[src/include/pcu_pkg.sv]
// Shared constants and types of the power control unit
package pcu_pkg;
  // ==========================================================
  // Widths
  // ==========================================================
  localparam int TMR_W = 16;      // Timer reload and count width
  localparam int DUTY_W = 8;      // Throttle period counter width
  localparam int PLANE_W = 4;     // Number of switchable power planes
  localparam int IDLE_N = 3;      // Doze, standby, suspend timers
  localparam int CAUSE_W = 5;     // Interrupt cause bits

  // ==========================================================
  // Interrupt cause bit positions
  // ==========================================================
  localparam int CAUSE_DOZE = 0;
  localparam int CAUSE_STANDBY = 1;
  localparam int CAUSE_SUSPEND = 2;
  localparam int CAUSE_WAKE = 3;
  localparam int CAUSE_PERIPH = 4;

  // ==========================================================
  // Values after reset
  // ==========================================================
  localparam logic [TMR_W-1:0] TMR_RST = 16'h0000;
  localparam logic [DUTY_W-1:0] DUTY_RST = 8'h00;
  localparam logic [CAUSE_W-1:0] CAUSE_RST = 5'h00;
  localparam logic [PLANE_W-1:0] PLANE_RST = 4'h0;

  // ==========================================================
  // Power states, deeper state saves more power
  // ==========================================================
  typedef enum logic [3:0] {
    PCU_ON = 4'h1,
    PCU_DOZE = 4'h2,
    PCU_STANDBY = 4'h4,
    PCU_SUSPEND = 4'h8
  } pcu_state_t;
endpackage

[src/rtl/pcu_timer.sv]
// Reloadable down-counting inactivity timer
`timescale 1ns/1ps
`default_nettype none
module pcu_timer import pcu_pkg::*; (
  // Clock and reset
  input wire logic clk,
  input wire logic rst_b,
  // Control
  input wire logic enable,
  input wire logic restart,
  input wire logic [TMR_W-1:0] load,
  // Status
  output logic expired,
  output logic [TMR_W-1:0] count
);
  logic [TMR_W-1:0] count_r;  // Remaining idle cycles
  logic expired_r;            // One-cycle expiry pulse

  // ==========================================================
  // Countdown
  // ==========================================================
  // Reload while disabled or on activity; zero load never fires
  always_ff @(posedge clk or negedge rst_b) begin
    if (!rst_b) begin
      count_r <= TMR_RST;
    end else if (!enable || restart) begin
      count_r <= load;
    end else if (count_r != TMR_RST) begin
      count_r <= count_r - 16'h0001;
    end
  end

  // Pulse on the step from one to zero only
  always_ff @(posedge clk or negedge rst_b) begin
    if (!rst_b) begin
      expired_r <= 1'b0;
    end else begin
      expired_r <= enable && !restart && (count_r == 16'h0001);
    end
  end

  assign expired = expired_r;
  assign count = count_r;
endmodule
`default_nettype wire

[src/rtl/pcu_core.sv]
// Power control unit: idle timers, power states, halt modulation
`timescale 1ns/1ps
`default_nettype none
// Function
// - Three idle timers: doze, standby, suspend
// - Idle timer expiry raises management interrupt
// - Activity in low-power state raises interrupt
// - Housekeeping timer absorbs bursts in doze/standby
// - Peripheral idle timer flags inactivity
// - Halt modulation throttles in every state but suspend, which holds the halt
// - Outputs switch off board power planes
// - Three power-down states, deeper after longer idle
// - Core halts only after finishing pending work
// - Internal clocks stop during suspend
// - Resume continues where it stopped
module pcu_core import pcu_pkg::*; (
  // Clock and reset
  input wire logic clk,
  input wire logic rst_b,
  // Activity detectors, same clock domain
  input wire logic sys_activity,
  input wire logic hk_activity,
  input wire logic periph_activity,
  // Timer setup
  input wire logic [IDLE_N-1:0] idle_en,
  input wire logic [TMR_W-1:0] doze_load,
  input wire logic [TMR_W-1:0] standby_load,
  input wire logic [TMR_W-1:0] suspend_load,
  input wire logic [TMR_W-1:0] hk_load,
  input wire logic periph_en,
  input wire logic [TMR_W-1:0] periph_load,
  // Management mode software control
  input wire logic state_wr,
  input wire logic [3:0] state_req,
  input wire logic [CAUSE_W-1:0] cause_en,
  input wire logic [CAUSE_W-1:0] cause_clr,
  // Throttle setup
  input wire logic throttle_en,
  input wire logic [DUTY_W-1:0] throttle_period,
  input wire logic [DUTY_W-1:0] throttle_halt,
  // Plane masks per state
  input wire logic [PLANE_W-1:0] plane_mask_standby,
  input wire logic [PLANE_W-1:0] plane_mask_suspend,
  // Processor core
  input wire logic cpu_halt_ack,
  output logic mgmt_interrupt,
  output logic cpu_halt_modulation_b,
  output logic core_clk_en,
  // Board and status
  output logic [PLANE_W-1:0] plane_off,
  output logic [3:0] power_state,
  output logic [CAUSE_W-1:0] cause,
  output logic hk_busy
);
  // ==========================================================
  // Declarations
  // ==========================================================
  pcu_state_t state_r;                   // Current power state
  logic [CAUSE_W-1:0] cause_r;           // Sticky interrupt causes
  logic [CAUSE_W-1:0] cause_set;         // Cause events this cycle
  logic irq_r;                           // Registered interrupt
  logic hk_busy_r;                       // Housekeeping burst open
  logic [DUTY_W-1:0] phase_r;            // Throttle phase counter
  logic halt_b_r;                        // Registered halt, low active
  logic clk_en_r;                        // Core clock enable
  logic [PLANE_W-1:0] plane_r;           // Plane switch-off
  logic [IDLE_N-1:0] idle_exp;           // Idle timer expiry pulses
  logic [TMR_W-1:0] idle_load [IDLE_N];  // Idle reload values
  logic [TMR_W-1:0] idle_cnt [IDLE_N];   // Idle counts
  logic hk_exp;                          // Housekeeping expiry
  logic periph_exp;                      // Peripheral expiry
  logic low_power;                       // Any power-down state
  logic hk_window;                       // Doze or standby
  logic halt_req;                        // Halt wanted this cycle

  assign idle_load[0] = doze_load;
  assign idle_load[1] = standby_load;
  assign idle_load[2] = suspend_load;
  assign low_power = (state_r != PCU_ON);
  assign hk_window = (state_r == PCU_DOZE) || (state_r == PCU_STANDBY);

  // ==========================================================
  // Timers
  // ==========================================================
  // Idle timers all restart on system activity
  for (genvar i = 0; i < IDLE_N; i++) begin : g_idle
    pcu_timer u_idle (
      .clk(clk),
      .rst_b(rst_b),
      .enable(idle_en[i]),
      .restart(sys_activity),
      .load(idle_load[i]),
      .expired(idle_exp[i]),
      .count(idle_cnt[i])
    );
  end

  // Housekeeping timer only counts in doze or standby
  pcu_timer u_hk (
    .clk(clk),
    .rst_b(rst_b),
    .enable(hk_window),
    .restart(hk_activity),
    .load(hk_load),
    .expired(hk_exp),
    .count()
  );

  // Peripheral timer is independent of system activity
  pcu_timer u_periph (
    .clk(clk),
    .rst_b(rst_b),
    .enable(periph_en),
    .restart(periph_activity),
    .load(periph_load),
    .expired(periph_exp),
    .count()
  );

  // ==========================================================
  // Interrupt causes
  // ==========================================================
  // Each idle timer expiry only counts from a shallower state, so deeper
  // states follow longer idle periods
  always_comb begin
    cause_set = CAUSE_RST;
    cause_set[CAUSE_DOZE] = idle_exp[0] && (state_r == PCU_ON);
    cause_set[CAUSE_STANDBY] = idle_exp[1] && ((state_r == PCU_ON) ||
                                              (state_r == PCU_DOZE));
    cause_set[CAUSE_SUSPEND] = idle_exp[2] && (state_r != PCU_SUSPEND);
    cause_set[CAUSE_WAKE] = sys_activity && low_power;
    cause_set[CAUSE_PERIPH] = periph_exp;
  end

  // Sticky causes; a new event beats a same-cycle clear
  always_ff @(posedge clk or negedge rst_b) begin
    if (!rst_b) begin
      cause_r <= CAUSE_RST;
    end else begin
      cause_r <= (cause_r & ~cause_clr) | cause_set;
    end
  end

  // Enabled causes drive the interrupt line
  always_ff @(posedge clk or negedge rst_b) begin
    if (!rst_b) begin
      irq_r <= 1'b0;
    end else begin
      irq_r <= |(cause_r & cause_en);
    end
  end

  // ==========================================================
  // Power state
  // ==========================================================
  // Software moves the state; illegal codes are ignored
  always_ff @(posedge clk or negedge rst_b) begin
    if (!rst_b) begin
      state_r <= PCU_ON;
    end else if (state_wr) begin
      case (state_req)
        PCU_ON: state_r <= PCU_ON;
        PCU_DOZE: state_r <= PCU_DOZE;
        PCU_STANDBY: state_r <= PCU_STANDBY;
        PCU_SUSPEND: state_r <= PCU_SUSPEND;
        default: state_r <= state_r;
      endcase
    end
  end

  // Housekeeping burst lifts throttling until its timer runs out
  always_ff @(posedge clk or negedge rst_b) begin
    if (!rst_b) begin
      hk_busy_r <= 1'b0;
    end else if (!hk_window) begin
      hk_busy_r <= 1'b0;
    end else if (hk_activity) begin
      hk_busy_r <= 1'b1;
    end else if (hk_exp) begin
      hk_busy_r <= 1'b0;
    end
  end

  // ==========================================================
  // Halt modulation
  // ==========================================================
  // Free-running phase over the programmed period
  always_ff @(posedge clk or negedge rst_b) begin
    if (!rst_b) begin
      phase_r <= DUTY_RST;
    end else if (!throttle_en || (phase_r >= throttle_period)) begin
      phase_r <= DUTY_RST;
    end else begin
      phase_r <= phase_r + 8'h01;
    end
  end

  // Suspend holds the halt; else duty cycle in every state
  assign halt_req = (state_r == PCU_SUSPEND) ||
                    (throttle_en && !hk_busy_r && (phase_r < throttle_halt));

  always_ff @(posedge clk or negedge rst_b) begin
    if (!rst_b) begin
      halt_b_r <= 1'b1;
    end else begin
      halt_b_r <= !halt_req;
    end
  end

  // Clock stops only once the core reports its work drained;
  // leaving suspend restarts it on the next clock so no state is lost
  always_ff @(posedge clk or negedge rst_b) begin
    if (!rst_b) begin
      clk_en_r <= 1'b1;
    end else begin
      clk_en_r <= !((state_r == PCU_SUSPEND) && cpu_halt_ack);
    end
  end

  // ==========================================================
  // Power planes
  // ==========================================================
  always_ff @(posedge clk or negedge rst_b) begin
    if (!rst_b) begin
      plane_r <= PLANE_RST;
    end else if (state_r == PCU_SUSPEND) begin
      plane_r <= plane_mask_suspend;
    end else if (state_r == PCU_STANDBY) begin
      plane_r <= plane_mask_standby;
    end else begin
      plane_r <= PLANE_RST;
    end
  end

  assign mgmt_interrupt = irq_r;
  assign cpu_halt_modulation_b = halt_b_r;
  assign core_clk_en = clk_en_r;
  assign plane_off = plane_r;
  assign power_state = state_r;
  assign cause = cause_r;
  assign hk_busy = hk_busy_r;
endmodule
`default_nettype wire

[config.mk]
export PLATFORM = sky130hd
export DESIGN_NAME = pcu_core
export DESIGN_NICKNAME = d
export VERILOG_FILES = /design/src/include/pcu_pkg.sv /design/src/rtl/pcu_timer.sv /design/src/rtl/pcu_core.sv
export SDC_FILE = /design/constraint.sdc
export NUM_CORES = 1
export LEC_CHECK = 0
export ABC_AREA = 1
export BUFFER_PORTS_ARGS = -buffer_cell sky130_fd_sc_hd__buf_4
export CAP_MARGIN = 5
export CORE_MARGIN = 1.5
export CORE_UTILIZATION = 51
export CTS_BUF_LIST = sky130_fd_sc_hd__clkbuf_16
export DETAILED_ROUTE_END_ITERATION = 16
export GPL_TIMING_DRIVEN = 0
export PLACE_DENSITY = 0.78
export SETUP_SLACK_MARGIN = 0.15
export SLEW_MARGIN = 30
export SYNTH_ARGS = -nofsm -noshare
export SYNTH_HDL_FRONTEND = slang
export SYNTH_SLANG_ARGS = --single-unit
[constraint.sdc]
create_clock -name clk -period 1.4 [get_ports clk]
set_input_delay 0.28 -clock clk [delete_from_list [all_inputs] [get_ports clk]]
set_output_delay 0.28 -clock clk [all_outputs]
set_load 0.05 [all_outputs]
======== After elaboration in Yosys (flattened, before gate mapping) ========
Index checks and enable logic that the tools add are counted.
cells by class
  add/subtract/negate cells ............... 6
  $lt $le $gt $ge ......................... 2
  equality and inequality tests ........... 16
  mux-type cells .......................... 17
  bitwise operators ....................... 4
  reductions and logical operators ........ 51
operators by type and width
  kind                                                                     count
  16-bit 2-to-1 mux                                                        10
  16-bit by 1-bit == test with 1-bit output, second input constant         5
  16-bit nonzero test                                                      5
  16-bit by 1-bit subtractor with 16-bit output, second input constant     5
  1-bit logical AND                                                        17
  4-bit case mux with 4 select lines                                       1
  1-bit logical NOT                                                        12
  5-bit bitwise AND                                                        2
  2-bit nonzero test                                                       5
  1-bit logical OR                                                         9
  8-bit by 1-bit adder with 8-bit output, second input constant            1
  4-bit by 1-bit == test with 1-bit output, second input constant          2
  4-bit by 2-bit == test with 1-bit output, second input constant          2
  4-bit by 3-bit == test with 1-bit output, second input constant          2
  4-bit == test, second input constant                                     2
  8-bit greater-or-equal comparator                                        1
  8-bit < comparator                                                       1
  4-bit 2-to-1 mux                                                         2
  8-bit 2-to-1 mux                                                         1
  5-bit NOT                                                                1
  5-bit bitwise OR                                                         1
  5-bit OR reduction                                                       1
  4-bit by 1-bit inequality test with 1-bit output, second input constant  1
  4-bit inequality test, second input constant                             1
  other kinds (4)                                                          6
storage, ports and cells
  register bits ........................... 110
  input bits .............................. 130
  output and inout port bits .............. 17
  word-level logic and storage cells ...... 114

======== Depth between registers and ports, before layout ========
Gate-level depths: netlist of the first run.
  word-level depth ........................ 5
  mapped depth ............................ 10
  depth with buffers taken out ............ 10

======== Hierarchy ========
A second synthesis of the first run with hierarchy kept.
second synthesis, totals
  cells, all modules ...................... 1112
  area, all modules ....................... 7688.6 um^2
modules (own cells, without submodules)
  module     times used  cells each  area an instance (um^2)  sequential area each (um^2)
  pcu_timer  5           183         1234.9                   425.4
  pcu_core   1           197         1514.0                   629.4

======== Worst setup path before layout of the first run ========
OpenSTA, ideal clock, no wires.
  path type ............................... register to register
  start point ............................. register state_r[1] (netlist: power_state[1])
  end point ............................... register u_hk.count_r[13] (netlist: u_hk.count[13])
  library setup time ...................... 0.113 ns
  arrival time ............................ 1.533 ns
  required time ........................... 1.287 ns
  path slack .............................. -0.246 ns
  stages on the path, launching flop included .. 11
  path buffers ............................ 1
  clock period less this slack ............ 1.646 ns
  path through ............................ dfrtp_1 -> inv_1 -> nor2_1 -> nand2_1 -> nand2_2 -> nand2_1 -> buf_2 -> nor2_2 -> nor2_1 -> nand2_1 -> inv_1
between the ends
  word-level cells in the longest chain between the ends .. 5
  elaborated cells on any way between the ends .. 7
  those cells by class .................... eq/ne (2); mux (1); reduce/logical (4)
RTL lines
  item                                                                                                  line             source
  start, declared                                                                                       pcu_core.sv:58   pcu_state_t state_r;
  start signal, assigned                                                                                pcu_core.sv:166  default: state_r <= state_r;
  4-bit by 2-bit == test with 1-bit output or 4-bit by 3-bit == test with 1-bit output (tied branches)  pcu_core.sv:80   assign hk_window = (state_r == PCU_DOZE) || (state_r == PCU_STANDBY);
  1-bit logical OR (*)                                                                                  pcu_core.sv:80
  1-bit logical NOT (*)                                                                                 pcu_timer.sv:26  end else if (!enable || restart) begin
  1-bit logical OR (*)                                                                                  pcu_timer.sv:26
  16-bit 2-to-1 mux or 2-bit nonzero test (tied branches)                                               n/a
  end signal, assigned                                                                                  pcu_timer.sv:27  count_r <= load;
  end signal, assigned                                                                                  pcu_timer.sv:29  count_r <= count_r - 16'h0001;
  end, declared                                                                                         pcu_timer.sv:16  logic [TMR_W-1:0] count_r;
Every way passes the cells marked *; elsewhere a longest branch is shown, timed or not.
A chain may end at the register's enable or synchronous reset.

======== Worst setup path in the final report of the first run ========
  start point ............................. register phase_r[2]
  end point ............................... register phase_r[4]
between the ends
  word-level cells in the longest chain between the ends .. 3
  elaborated cells on any way between the ends .. 4
  those cells by class .................... add/sub (1); order compare (1); mux (1); reduce/logical (1)
RTL lines
  item                               line             source
  start, declared                    pcu_core.sv:63   logic [DUTY_W-1:0] phase_r;
  start signal, assigned             pcu_core.sv:194  phase_r <= phase_r + 8'h01;
  8-bit greater-or-equal comparator  pcu_core.sv:191  end else if (!throttle_en || (phase_r >= throttle_period)) begin
  1-bit logical OR                   pcu_core.sv:191
  8-bit 2-to-1 mux (*)               pcu_core.sv:191
Marked as above.

==> key figures, run 1 <==
Clock tree
  – Root buffer cell: clkbuf_16
  – CTS sink count: 110
  – CTS Buffer Depth: 2
  – CTS Buf Count: 9
  – Number of H-tree levels: 3
  – Clk Latency, worst-skew pair: 360 ps
  – Clk slew on worst S/H paths: 60 ps
  – CTS tree: done

Critical path
  – Endpoint class of the critical path: flip-flop
  – Worst path slowest cell: dfrtp_2
  – Reg2Reg Depth: 9
  – WP data arrival: 1850 ps
  – Max incr delay on CP: 410 ps
  – Crit path to: phase_r[4]
  – Worst path cell trace: ha_1 > nand2_1 > inv_1 > nand2_2 > nand2_2 > nand2_1 > nand4_1 > buf_6 > nor2_4
  – Critical path required time: 1680 ps
  – Worst Setup Start Kind: flip-flop
  – R2r setup slk: -170 ps
  – Kind of critical path: reg2reg
  – Reg2reg start: phase_r[2]
  – Crit path launch: phase_r[2]
  – R2r endpoint: phase_r[4]
  – Peak fanout along the critical path: 8

Final layout
  – FF/Latch Area: between 2000 and 3000 um^2
  – Cell area after layout: around 11000 um^2
  – Share of cells above drive strength 1: 0.4364
  – Fillers: roughly 830
  – Area growth, synth to finish: 56.86%
  – Area of the multi-input gates: roughly 5000 um^2
  – Antenna diode count: 0
  – Nets: approximately 1500
  – Final Core Density: 0.8152

Route
  – Post-route ant nets: 0
  – DR vias/cell: around 5.4
  – Drt total wl: around 24000 um
  – Routed vias: approximately 8000
  – Number of remaining DRC errors: 0
  – Starting DRC count in detailed routing: 596
  – Drt pass-1 iters: 5
  – WL/cell: 15.98 um

Placement
  – Post-DP HPWL: 13190 um
  – Gpl congestion: around 0.90
  – Number of port buffers: 146
  – Area after DPL: just under 9000 um^2

Timing
  – Min Tclk post-route: 1571 ps
  – Final period utilization: 1.122
  – Fin. max-slew vios: 0
  – Final Hold Viols: 3
  – Tightest Pin Transition: 828.9 ps
  – Setup ws final: -171.1 ps
  – Max Fclk: about 640 MHz
  – Setup-failing EPs final: between 50 and 60
  – RSZ-0062 raised after global routing: true
  – Hold WS: -14.08 ps
  – Slew headroom: 0.4474
  – Layout Skew: 7.952 ps

Global routing
  – Initial antenna violation count: 0
  – Number of global-route vias before repair: 7320
  – Total GRT Usage: 0.2873
  – First-pass GRT wire length: approximately 33000 um
  – Pin count of the biggest net entering global routing: ~110
  – Congestion Overflow GR: 0

Synth
  – Synth warn: 0
  – Seq/Total Area, Yosys: 0.3851
  – Synth Net Count: 1220
  – Avg Synthesized Cell Area: a little under 7 um^2
  – Yosys reg bits: 110
  – Post-synthesis cell type count: 34
  – Synth Instances: between 1000 and 1500
  – Post-Synthesis Cell Area: slightly above 7000 um^2

Flow run
  – Max_cap viols: 0

Power and ir drop
  – Pwr Density: ~840 nW/um^2
  – Static Leak: about 0.0054 uW
  – Max VDD drop: about 830 uV

Die
  – Row count: 43
  – Die Y-Extent: about 120 um
  – Area of the die: roughly 15000 um^2
  – Core area: roughly 14000 um^2
  – Die X: ~120 um
  – Initial Util: 0.5197
  – I/O pins: 147

Run status
  – Status: complete, but fails checks
  – Violated checks: hold timing, setup timing

Hold path
  – Hold WC Path Type: in2async
-- state kept, by name (all words and copies together), names as in the netlist, 3 cells and up --
name and cells:
g_idle.u_idle.expired 3, power_state 4, u_hk.count 16, g_idle.u_idle.count 48
u_periph.count 16, phase_r 8, plane_off 4, cause 5
-- cells by family after synthesis --
group | share of synthesized area
compound gates | 0.06450
xor+xnor | 0.04038
fa+ha+maj | 0.05419
buf+inv | 0.08932
flops | 0.3851
simple gates | 0.3665
-- layout make-up --
| class | instances | area share |
|---|---|---|
| timing repair buffer | 243 | 0.1871 |
| clock inverter | 7 | 0.01014 |
| inverter | 149 | 0.05304 |
| timing repair inverter | 1 | 0.0007800 |
| clock buffer | 9 | 0.02006 |
| sequential | 110 | 0.2475 |
| tap | 180 | 0.02006 |
| multi-input combinational | 788 | 0.4516 |
| buffer | 13 | 0.009695 |
-- report_power, final --
group / internal [uW] / switching (uW) / total [uW]
registers: 3450 / 324 / 3770
clock network: 1740 / 1190 / 2930
logic: 1220 / 1460 / 2680
-- stage by stage --
| step | setup slack [ps] | hold WS, ps | TNS [ps] | total power (uW) | std cells |
|---|---|---|---|---|---|
| after floorplan | -40.49 | -15.59 | -340.2 | 4813 | 1059 |
| after global placement | -366.8 | 410.5 | -26390 | 5454 | 1385 |
| after global routing | -197.2 | 49.99 | -8141 | 9823 | 1500 |
| after CTS | -38.08 | 16.37 | -369.7 | 8906 | 1464 |
| after detailed placement | -392.9 | 407.7 | -9337 | 5506 | 1385 |
| final | -171.1 | -14.08 | -3840 | 9384 | 1500 |
-- Yosys cell counts, drive strengths merged --
cell / count / area, um^2
nand2: 292 / 1114
nor2: 240 / 948.4
inv: 147 / 554.3
dfrtp: 107 / 2678
nand3: 80 / 400.4
a21oi: 39 / 195.2
o21ai: 39 / 195.2
ha: 31 / 387.9
xnor2: 18 / 157.7
xor2: 15 / 131.4
nand3b: 12 / 90.09
clkbuf: 7 / 26.28
buf: 6 / 51.30
a22o: 4 / 35.03
nor3: 4 / 20.02
dfstp: 3 / 78.83
nand4: 3 / 18.77
clkinv: 2 / 7.510
nor4: 2 / 12.51
o22ai: 2 / 12.51
a21o: 1 / 7.510
a221oi: 1 / 8.760
and3: 1 / 6.260
nor3b: 1 / 7.510
o21bai: 1 / 7.510
or2: 1 / 6.260
-- routing by layer --
layer | vias to the layer above | wire (um) | part of all wire | global-route usage
li1 | 3801 | - | - | -
met2 | 359 | 12360 | 0.52 | 0.5141
met3 | 73 | 1356 | 0.057 | 0.04981
met5 | - | 0 | 0 | 0
met1 | 3816 | 9464 | 0.39 | 0.3390
met4 | 0 | 798 | 0.033 | 0.1184
-- what timing repair did --
item | in CTS | in global routing
setup endpoints to repair | 101 | 107
resized for setup | 228 | 178
gates cloned | 4 | 2
hold buffers | 0 | 0
pin swaps | 57 | 70
buffers inserted | 59 | 34
-- layout by cell type (no fill, tap or decap), types with 6 or more instances in the layout --
| cell | n |
|---|---|
| nand2_1 | 232 |
| buf_4 | 195 |
| inv_1 | 122 |
| nor2_1 | 114 |
| dfrtp_1 | 92 |
| nor2_2 | 72 |
| nand3_1 | 70 |
| nor2_4 | 54 |
| nand2_2 | 43 |
| buf_6 | 35 |
| a21oi_2 | 20 |
| a21oi_1 | 19 |
| inv_2 | 19 |
| ha_4 | 17 |
| nand2_4 | 16 |
| o21ai_0 | 15 |
| o21ai_2 | 15 |
| dfrtp_2 | 15 |
| xor2_1 | 14 |
| xnor2_1 | 14 |
| ha_1 | 13 |
| buf_8 | 12 |
| nand3b_1 | 12 |
| clkbuf_16 | 11 |
| o21ai_1 | 7 |
| nand3_2 | 6 |
-- worst min path at each step --
stage | from | end | slack, ps | depth (start not counted)
2_1_floorplan | rst_b | cause[0] | -20 | 0
3_3_place_gp | cpu_halt_ack | core_clk_en | 410 | 2
3_5_place_dp | rst_b | phase_r[2] | 410 | 1
4_1_cts | rst_b | g_idle[2].u_idle.count[4] | 20 | 1
5_1_grt | rst_b | phase_r[2] | 50 | 1
6_report | rst_b | phase_r[2] | -10 | 1
-- worst max-delay path, delay by kind of cell, from the launching register on --
family,cells,cell delay (ps)
flops,1,410
simple gates,6,530
buf+inv,2,270
fa+ha+maj,1,290
No activity file was read; power rests on OpenSTA's default activity.
==> run 2: changes to the inputs <==
- PLACE_DENSITY: 0.78 -> 0.74
- SKIP_CTS_REPAIR_TIMING: unset -> 1
==> run 2 against run 1 <==
Net effect:
- the flow finishes with violations (setup timing)
- largest power group unchanged
- first-iteration DRC count down 29%
- combinational power down 14%
- wire length down 12%
- critical path depth down 2
- clock skew up 0.78 ps
- largest cell class unchanged
- non-clock buffer count down 34
- via count down 6.5%
==> key figures, run 2 (synthesis gave the netlist of run 1 again) <==
Clock tree
  – CTS Buf Count: 9 (unchanged)
  – CTS tree: done
  – Clk slew on worst S/H paths: 70 ps (about the same)
  – Root buffer cell: clkbuf_16
  – CTS sink count: 110 (unchanged)
  – Clk Latency, worst-skew pair: 360 ps (about the same)
  – Number of H-tree levels: 3 (unchanged)
  – CTS Buffer Depth: 2 (unchanged)

Global routing
  – First-pass GRT wire length: 28820 um (-14%)
  – Initial antenna violation count: 0 (unchanged)
  – Pin count of the biggest net entering global routing: 85 (-23%)
  – Number of global-route vias before repair: 6419 (-12%)
  – Congestion Overflow GR: 0 (unchanged)
  – Total GRT Usage: 0.2445 (-0.04281)

Die
  – Die Y-Extent: 121.5 um (unchanged)
  – Initial Util: 0.5197 (unchanged)
  – Area of the die: 14760 um^2 (unchanged)
  – I/O pins: 147 (unchanged)
  – Core area: 13770 um^2 (unchanged)
  – Row count: 43 (unchanged)
  – Die X: 121.5 um (unchanged)

Timing
  – Tightest Pin Transition: 565.5 ps (-263.4 ps)
  – Layout Skew: 8.731 ps (+0.7794 ps)
  – RSZ-0062 raised after global routing: true
  – Max Fclk: 652.7 MHz (+2.5%)
  – Final Hold Viols: 0 (-3)
  – Fin. max-slew vios: 0 (unchanged)
  – Setup ws final: -132.2 ps (+38.91 ps)
  – Min Tclk post-route: 1532 ps (-38.91 ps)
  – Setup-failing EPs final: 50 (-15%)
  – Final period utilization: 1.094 (-0.02779)
  – Slew headroom: 0.6230 (+0.1756)

Route
  – Drt total wl: 21040 um (-12%)
  – Post-route ant nets: 0 (unchanged)
  – Number of remaining DRC errors: 0 (unchanged)
  – Starting DRC count in detailed routing: 422 (-29%)
  – DR vias/cell: 5.141 (-4.2%)
  – WL/cell: 14.37 um (-10%)
  – Routed vias: 7526 (-6.5%)
  – Drt pass-1 iters: 5 (unchanged)

Critical path
  – WP data arrival: 1780 ps (-70 ps)
  – Endpoint class of the critical path: flip-flop
  – Peak fanout along the critical path: 8 (unchanged)
  – Kind of critical path: reg2reg
  – Critical path required time: 1640 ps (-40 ps)
  – Worst Setup Start Kind: flip-flop

Final layout
  – Area of the multi-input gates: 4783 um^2 (-5.7%)
  – Fillers: 1011 (+21%)
  – FF/Latch Area: 2785 um^2 (+0.22%)
  – Antenna diode count: 0 (unchanged)
  – Share of cells above drive strength 1: 0.3731 (-0.06331)
  – Max reg flops: 48 (unchanged)
  – Area growth, synth to finish: 47.35%
  – Commonest non-fill, non-tap cell in the layout: nand2_1
  – Commonest cells after routing, fill and taps aside: nand2_1 (234), buf_4 (174), nor2_1 (147)
  – Nets: 1440 (-2.4%)

Run status
  – Status: complete, but fails checks
  – Violated checks: setup timing

Power and ir drop
  – Pwr Density: 803.4 nW/um^2 (-3.9%)
  – Pwr Total: 8474 uW (-9.7%)
  – Static Leak: 0.005143 uW (-5.6%)
  – Max VDD drop: 677.7 uV (-18%)

Placement
  – Gpl congestion: 0.8920 (-1.4%)
  – Number of port buffers: 146 (unchanged)
  – Place WS: -382.8 ps (+10.12 ps)
  – Post-DP HPWL: 13070 um (-0.90%)

Hold path
  – Hold WC Path Type: in2reg

Flow run
  – Max_cap viols: 0 (unchanged)
run 2: area by class of cell:
type / count / share of cell area
inverters: 149 / 0.05563
clock buffers: 9 / 0.02135
clock inverters: 7 / 0.004152
plain buffers: 13 / 0.01079
flip-flops and latches: 110 / 0.2641
well taps: 180 / 0.02135
repair buffers: 209 / 0.1692
multi-input cells: 787 / 0.4535
run 2: stage by stage:
step	cell area [um^2]	setup TNS, ps	hold slack (ps)	utilization	cells
2_1_floorplan	7337	-340.2	-15.59	-	1059
3_3_place_gp	8658	-29180	406.9	0.6286	1385
3_5_place_dp	8693	-9309	142.1	0.6312	1386
4_1_cts	8962	-7146	-241.7	0.6507	1402
5_1_grt	10550	-7744	74.47	0.7658	1464
6_report	10550	-3111	56.99	0.7658	1464
run 2: routing by layer:
metal,up-vias,wire [um],GRT usage
met5,-,0,0
met2,226,10740,0.4251
met3,54,1048,0.04417
li1,3725,-,-
met4,0,568,0.07206
met1,3521,8686,0.3098
run 2: critical path: stages (launching register included):
cell	delay [ps]
dfrtp_1	430
ha_1	320
nand2_2	80
a21oi_1	170
nor2_1	80
nand4_1	110
buf_6	190
nor2_2	50
run 2: path summary, 6_finish.rpt:
path	startpoint	to	slack (ps)	depth (start not counted)
setup / recovery	phase_r[6]	phase_r[3]	-130	7
hold / removal	cpu_halt_ack	core_clk_en	60	2
setup reg to reg	phase_r[6]	phase_r[3]	-130	7
hold reg to reg	u_periph.expired	cause[4]	440	1
max in group asynchronous	rst_b	u_periph.count[3]	320	3
min in group asynchronous	rst_b	phase_r[2]	350	2
run 2: report_power, final:
group	leakage [uW]	switching, uW	internal, uW
Clock	0.000130	1190	1190
Combinational	0.00371	1280	1030
Sequential	0.00130	327	3450
Total	0.00514	2800	5680
